File: src/logic/synth_cfg_defines.svh
/*
 * Offsets, field positions, reset values and codes of the configuration
 * register bank (words 1 to 3). Included by the design files; no logic.
 */
`ifndef SYNTH_CFG_DEFINES_SVH
`define SYNTH_CFG_DEFINES_SVH

// ****************************************************************
// Addresses and reset words
// ****************************************************************
`define ADDR_ZERO_WORD      3'h0
`define ADDR_MODULUS_PHASE  3'h1
`define ADDR_REF_PUMP       3'h2
`define ADDR_OSC_CLKDIV     3'h3
`define RST_MODULUS_PHASE   32'h2000FFF9
`define RST_REF_PUMP        32'h00004042
`define RST_OSC_CLKDIV      32'h0000000B

// ****************************************************************
// Field positions
// ****************************************************************
`define F_MODULUS           14:3
`define F_PIN_SRC           28:26
`define B_DOUBLER           25
`define B_HALVER            24
`define F_REF_DIV           23:14
`define B_SHADOW_EN         13
`define F_PUMP              12:9
`define B_LOCK_FN           8
`define B_PD_POL            6
`define B_POWER_DOWN        5
`define B_PUMP_TRI          4
`define B_CNT_RST           3
`define F_OSC_BAND          31:26
`define B_AUTOSEL_DIS       25
`define B_RETUNE            24
`define F_CLKDIV_MODE       16:15
`define F_CLKDIV_VAL        14:3

// ****************************************************************
// Codes
// ****************************************************************
`define TUNE_LOW            3'h0
`define TUNE_HIGH           3'h7
`define PIN_SRC_READBACK    4'hC

`endif

File: src/logic/synth_cfg_pkg.sv
/*
 * Types of the configuration register bank.
 * Assumes the defines header for the numbers.
 */
package synth_cfg_pkg;
    typedef enum logic [1:0] {
        CLKDIV_OFF   = 2'b00,
        CLKDIV_FAST  = 2'b01,
        CLKDIV_PHASE = 2'b10,
        CLKDIV_RSVD  = 2'b11
    } clkdiv_mode_t;

    typedef enum logic [3:0] {
        SRC_TRISTATE = 4'h0,
        SRC_HIGH     = 4'h1,
        SRC_LOW      = 4'h2,
        SRC_REFDIV   = 4'h3,
        SRC_FBDIV2   = 4'h4,
        SRC_ALOCK    = 4'h5,
        SRC_DLOCK    = 4'h6,
        SRC_READBACK = 4'hC,
        SRC_RSVD     = 4'hF
    } pin_source_t;

    typedef enum logic [0:0] {
        AS_IDLE = 1'b0,
        AS_RUN  = 1'b1
    } autosel_state_t;
endpackage : synth_cfg_pkg

File: src/logic/cfg_write_if.sv
/*
 * Decoded write event carried from the bank to the autoselect sequencer.
 * Assumes one clock shared by both ends.
 */
`timescale 1ns/1ps
interface cfg_write_if;
    logic zero_write;
    logic autosel_dis;
    logic retune_en;
    logic [2:0] tune_code;
    logic busy;
    logic start;
    modport bank (output zero_write, output autosel_dis, output retune_en,
                  output tune_code, input busy, input start);
    modport seq  (input zero_write, input autosel_dis, input retune_en,
                  input tune_code, output busy, output start);
endinterface : cfg_write_if

File: src/logic/osc_autoselect.sv
/*
 * Oscillator autoselect trigger and run tracker.
 * Assumes the bank drives the write event and settings; done comes from the analog side.
 */
`timescale 1ns/1ps
`include "synth_cfg_defines.svh"
module osc_autoselect (
    // Clock and reset
    input  wire logic   clk,
    input  wire logic   rst,
    // Done from the selection engine
    input  wire logic   select_done,
    // Bank side
    cfg_write_if.seq    cw
);
    synth_cfg_pkg::autosel_state_t state;
    synth_cfg_pkg::autosel_state_t next_state;
    logic start_req;

    // ****************************************************************
    // Start request
    // ****************************************************************
    always_comb begin
        start_req = 1'b0;
        if (!cw.autosel_dis) begin
            if (cw.zero_write) begin
                start_req = 1'b1;
            end else if (cw.retune_en && state == synth_cfg_pkg::AS_IDLE &&
                         (cw.tune_code == `TUNE_LOW || cw.tune_code == `TUNE_HIGH)) begin
                start_req = 1'b1;
            end
        end
    end

    always_comb begin
        next_state = state;
        unique case (state)
            synth_cfg_pkg::AS_IDLE: begin
                if (start_req) next_state = synth_cfg_pkg::AS_RUN;
            end
            synth_cfg_pkg::AS_RUN: begin
                if (cw.autosel_dis || (select_done && !start_req)) begin
                    next_state = synth_cfg_pkg::AS_IDLE;
                end
            end
        endcase
    end

    always_ff @(posedge clk) begin
        if (rst) state <= synth_cfg_pkg::AS_IDLE;
        else     state <= next_state;
    end

    assign cw.start = start_req;
    assign cw.busy  = (state == synth_cfg_pkg::AS_RUN);
endmodule : osc_autoselect

File: src/logic/synth_config_regs_1_to_3.sv
/*
 * Configuration bank for words 1 to 3 of the synthesizer, with shadowing
 * committed by a word 0 write. Assumes a host master on the plain port,
 * and that the tune reading and autoselect done are synchronous to clk.
 */
// Implementation choice: the address-and-strobe port.
`timescale 1ns/1ps
`include "synth_cfg_defines.svh"
module synth_config_regs_1_to_3 (
    // Clock and reset
    input  wire logic         clk,
    input  wire logic         rst,
    // Register port
    input  wire logic [2:0]   addr,
    input  wire logic [31:0]  wdata,
    input  wire logic         wr_en,
    input  wire logic         rd_en,
    output logic      [31:0]  rdata,
    // Inputs from the rest of the device
    input  wire logic         pin_src_msb,
    input  wire logic [2:0]   tune_code,
    input  wire logic         select_done,
    // Active configuration and autoselect busy
    output logic      [11:0]  modulus,
    output logic      [9:0]   ref_div,
    output logic      [3:0]   pump_current_code,
    output synth_cfg_pkg::pin_source_t pin_source_select,
    output logic              readback_sel,
    output logic              ref_doubler_en,
    output logic              ref_halver_en,
    output logic              shadow_commit_en,
    output logic              lock_detect_function,
    output logic              phase_detector_polarity,
    output logic              power_down,
    output logic              pump_tristate,
    output logic              counter_reset,
    output logic      [5:0]   manual_osc_band,
    output logic              manual_band_active,
    output logic              autoselect_disable,
    output logic              retune_en,
    output synth_cfg_pkg::clkdiv_mode_t clkdiv_mode,
    output logic      [11:0]  clkdiv_value,
    output logic              osc_autoselect_busy
);
    logic [31:0] word1;
    logic [31:0] word2;
    logic [31:0] word3;
    logic [31:0] next_word1;
    logic [31:0] next_word2;
    logic [31:0] next_word3;
    logic [11:0] next_modulus;
    logic [9:0]  next_ref_div;
    logic [3:0]  next_pump;
    logic [31:0] next_rdata;
    logic        zero_write;

    cfg_write_if cw ();

    // ****************************************************************
    // Write decode and shadow words
    // ****************************************************************
    assign zero_write = wr_en && addr == `ADDR_ZERO_WORD;

    always_comb begin
        next_word1 = word1;
        next_word2 = word2;
        next_word3 = word3;
        if (wr_en) begin
            unique case (addr)
                `ADDR_MODULUS_PHASE: next_word1 = wdata;
                `ADDR_REF_PUMP:      next_word2 = wdata;
                `ADDR_OSC_CLKDIV:    next_word3 = wdata;
                default: ;
            endcase
        end
    end

    // ****************************************************************
    // Buffered fields commit on word 0 write
    // ****************************************************************
    always_comb begin
        next_modulus = modulus;
        next_ref_div = ref_div;
        next_pump    = pump_current_code;
        if (zero_write) begin
            next_modulus = word1[`F_MODULUS];
            next_ref_div = word2[`F_REF_DIV];
            next_pump    = word2[`F_PUMP];
        end
    end

    // ****************************************************************
    // Readback of stored words
    // ****************************************************************
    always_comb begin
        next_rdata = 32'h00000000;
        if (rd_en) begin
            unique case (addr)
                `ADDR_MODULUS_PHASE: next_rdata = word1;
                `ADDR_REF_PUMP:      next_rdata = word2;
                `ADDR_OSC_CLKDIV:    next_rdata = word3;
                default:             next_rdata = 32'h00000000;
            endcase
        end
    end

    always_ff @(posedge clk) begin
        if (rst) begin
            word1             <= `RST_MODULUS_PHASE;
            word2             <= `RST_REF_PUMP;
            word3             <= `RST_OSC_CLKDIV;
            modulus           <= 12'hFFF;
            ref_div           <= 10'h001;
            pump_current_code <= 4'h0;
            rdata             <= 32'h00000000;
        end else begin
            word1             <= next_word1;
            word2             <= next_word2;
            word3             <= next_word3;
            modulus           <= next_modulus;
            ref_div           <= next_ref_div;
            pump_current_code <= next_pump;
            rdata             <= next_rdata;
        end
    end

    // ****************************************************************
    // Immediate fields
    // ****************************************************************
    assign pin_source_select = synth_cfg_pkg::pin_source_t'({pin_src_msb,
                                                             word2[`F_PIN_SRC]});
    assign readback_sel      = {pin_src_msb, word2[`F_PIN_SRC]} == `PIN_SRC_READBACK;
    assign ref_doubler_en          = word2[`B_DOUBLER];
    assign ref_halver_en           = word2[`B_HALVER];
    assign shadow_commit_en        = word2[`B_SHADOW_EN];
    assign lock_detect_function    = word2[`B_LOCK_FN];
    assign phase_detector_polarity = word2[`B_PD_POL];
    assign power_down              = word2[`B_POWER_DOWN];
    assign pump_tristate           = word2[`B_PUMP_TRI];
    assign counter_reset           = word2[`B_CNT_RST];
    assign manual_osc_band         = word3[`F_OSC_BAND];
    assign autoselect_disable      = word3[`B_AUTOSEL_DIS];
    assign manual_band_active      = word3[`B_AUTOSEL_DIS];
    assign retune_en               = word3[`B_RETUNE];
    assign clkdiv_mode  = synth_cfg_pkg::clkdiv_mode_t'(word3[`F_CLKDIV_MODE]);
    assign clkdiv_value = word3[`F_CLKDIV_VAL];

    // ****************************************************************
    // Autoselect sequencer
    // ****************************************************************
    assign cw.zero_write  = zero_write;
    assign cw.autosel_dis = autoselect_disable;
    assign cw.retune_en   = retune_en;
    assign cw.tune_code   = tune_code;
    assign osc_autoselect_busy = cw.busy;

    osc_autoselect u_autoselect (
        .clk         (clk),
        .rst         (rst),
        .select_done (select_done),
        .cw          (cw.seq)
    );
endmodule : synth_config_regs_1_to_3

File: config.mk
export PLATFORM = sky130hd
export DESIGN_NAME = synth_config_regs_1_to_3
export DESIGN_NICKNAME = d
export VERILOG_FILES = /design/src/logic/synth_cfg_pkg.sv /design/src/logic/cfg_write_if.sv /design/src/logic/osc_autoselect.sv /design/src/logic/synth_config_regs_1_to_3.sv
export VERILOG_INCLUDE_DIRS = /design/src /design/src/logic
export SDC_FILE = /design/constraint.sdc
export NUM_CORES = 1
export LEC_CHECK = 0
export BUFFER_PORTS_ARGS = -buffer_cell sky130_fd_sc_hd__buf_4
export CAP_MARGIN = 15
export CORE_MARGIN = 1.5
export CORE_UTILIZATION = 55
export CTS_BUF_LIST = sky130_fd_sc_hd__clkbuf_4
export DETAILED_ROUTE_END_ITERATION = 8
export PLACE_DENSITY = 0.79
export SYNTH_ARGS = -nofsm -noshare
export SYNTH_HDL_FRONTEND = slang
export SYNTH_SLANG_ARGS = --single-unit
File: constraint.sdc
create_clock -name clk -period 3 [get_ports clk]
set_input_delay 0.45 -clock clk [delete_from_list [all_inputs] [get_ports clk]]
set_output_delay 0.45 -clock clk [all_outputs]
set_load 0.01 [all_outputs]
==> out/metrics.yaml <==
clock_network:
  clk_pin_slew_ns: 0.13
  cts_tree: "built"
  cts_made_buffers: 17
  post_cts_buffers: 0
  clk-insertion-delay-late_ns: 0.52
  cts_root_buf: "clkbuf_4"
  clock_path_buffers: 2
  cts_hold_buf: 0
  cts_num_sinks: 155
  htreeDepth: 4
  cts_resized: 0
yosys:
  yosysWarnings: 0
  synthCells: 717
  yosys_most_used_dff: "dfxtp_1"
  synth_seq_cells: 155
  ys_seq_area_frac: 0.516
  async_flop_share: 0
  synthesis.area_sq_um: 6020
  synth-edff-count: 0
  synth.avg_cell_area_sq_um: 8.39
  synth.distinct_cells: 24
  synth.net_count: 761
drt:
  wl_met1_mm: 6.39
  via_count: 5309
  highest_layer: "met4"
  route.met3.wl_mm: 1.21
  drt_pre_antenna_iters: 5
  drtIter0Drc: 363
  route.detailed.drc: 0
  routedWlPerCell_um: 15.6
  ant_nets: 0
  routed_via_density: 5.54
  finalWirelength_mm: 15.0
  wl_met2_mm: 7.18
grt:
  grt-ovfl-total: 0
  grt_pass1_vias: 4986
  grt_max_degree: 78
  grt_antenna_before_repair: 0
  gr-usage-all-layers: 0.261
  grt_pass1_wl_mm: 23.7
floorplanning:
  start_util: 0.560
  fp-row-count: 38
  core_area_sq_um: 10700
  dieArea_sq_um: 11600
  die-width_um: 108
  io_pins: 139
  die_h_um: 108
pwr:
  peakVddDrop_v: 0.000337
  p_leak_nw: 2.89
  power_mw: 3.78
  cellPowerDensity_nw_per_um2: 520
sta:
  finalHoldViolations: 0
  worst_pin_slew_ns: 1.03
  finalSetupViolCount: 0
  max_freq_mhz: 570
  timing.hold.ws_ns: 0.175
  finalSetupTns_ns: 0
  max_slew_margin: 0.312
  period_needed_ns: 1.76
  finalCritPeriodShare: 0.585
  drv_slew: 0
  rsz0062_at_grt: "no"
  fin_skew_ns: 0.0176
setup_path:
  critPathBufInv: 2
  worstSetupStartpointType: "input pin"
  criticalPathCategory: "input pin to flip-flop"
  cp_max_fo: 42
  slowest_stage: "nand4bb_2"
  worst_ep_required_time_ns: 3.39
  worstPathCellList: "buf_4, nand4bb_2, buf_4, nand2_1, nand3b_1"
  cpPeakStageDelay_ns: 0.56
  endpoint_kind: "flip-flop"
  crit_top_cell: "buf_4"
  path_delay_family: "buffers and inverters"
  worstPathArrival_ns: 2.14
place:
  port_buffers: 138
  dp_hpwl_mm: 9.81
  gp_congestion: 0.825
layout:
  drive_gt1_frac: 0.271
  seq_area_sq_um: 3100
  multi_input_area_sq_um: 2510
  finalNetCount: 851
  area_delta_synth_final_pct: 21.0
  insertedDiodeCount: 0
  fillers: 884
run:
  maxCapViolations: 0
outcome:
  outcome: "complete, no violations"
hold_path:
  min_path_type: "input pin to flip-flop"
[sequential cells by signal, summed over array words and instances (netlist names)]
register / flops
rdata: 32
word1: 32
word2: 32
word3: 32
modulus: 12
ref_div: 10
pump_current_code: 4
u_autoselect.cw.busy: 1
[worst paths after layout]
check / start / endpoint / slack [ns] / depth (start not counted)
worst max register to register: word3[24] / u_autoselect.cw.busy / 1.96 / 3
worst min register to register: word3[2] / word3[2] / 0.46 / 2
worst max-delay path: addr[1] / word2[1] / 1.24 / 5
worst min-delay path: wdata[10] / word1[10] / 0.17 / 3
[metrics by stage]
step | cell area, sq um | util | cells | worst slack (ns)
6_report | 7280 | 0.677 | 958 | 1.24
5_1_grt | 7280 | 0.677 | 958 | 1.19
4_1_cts | 7280 | 0.677 | 958 | 1.26
3_5_place_dp | 6970 | 0.649 | 928 | 0.749
3_3_place_gp | 6970 | 0.649 | 928 | 0.789
2_1_floorplan | 6020 | - | 717 | 1.47
[cell type report]
type,count,share of cell area
clock buffer,17,0.0175
clock inverter,13,0.0244
multi-input combinational,479,0.345
sequential,155,0.426
tap,140,0.0241
timing repair buffer,154,0.162
[cells by family (layout without fill, tap and decap cells)]
family | after synthesis | count (layout) | synth area share
buf+inv | 83 | 184 | 0.0742
flops | 155 | 155 | 0.516
mux | 32 | 32 | 0.0599
compound gates | 127 | 127 | 0.121
simple gates | 320 | 320 | 0.229
[routing by layer]
metal	global-route usage	up-vias
met5	0	-
met4	0.0752	0
met3	0.0696	21
met2	0.440	215
met1	0.327	2530
li1	-	2543
[power by group]
group          switching [mW]  internal (mW)
Combinational           0.177          0.138
Clock                   0.697          0.648
Sequential             0.0260           2.10
Total                   0.901           2.88
[worst reg2reg max path, cell delays in order (launching register included)]
cell and delay (ns):
dfxtp_1 0.39, nor2b_1 0.13, o21ai_0 0.14, a311oi_2 0.28
[layout by cell type, fill, tap and decap left out, drive strengths merged, types with 8 or more instances in the layout]
master	instances
nand3b	16
nand2	209
clkinv	8
nor3	34
mux2	32
clkbuf	17
dfxtp	155
buf	154
a22oi	32
a21oi	92
nor2	49
[synth_stat cells, types with 2 or more instances]
library cell / count / area share
buf_4: 26 / 0.032
nor2_1: 49 / 0.031
a22oi_1: 32 / 0.040
nor3_1: 34 / 0.028
clkbuf_1: 32 / 0.020
nand4bb_1: 2 / 0.0037
buf_2: 24 / 0.020
dfxtp_1: 155 / 0.52
nor2b_1: 2 / 0.0021
mux2_2: 32 / 0.060
nand3b_1: 16 / 0.020
nand2_1: 209 / 0.13
a21oi_1: 92 / 0.077
nor4bb_1: 2 / 0.0033
Power figures use the tool's default switching activity.
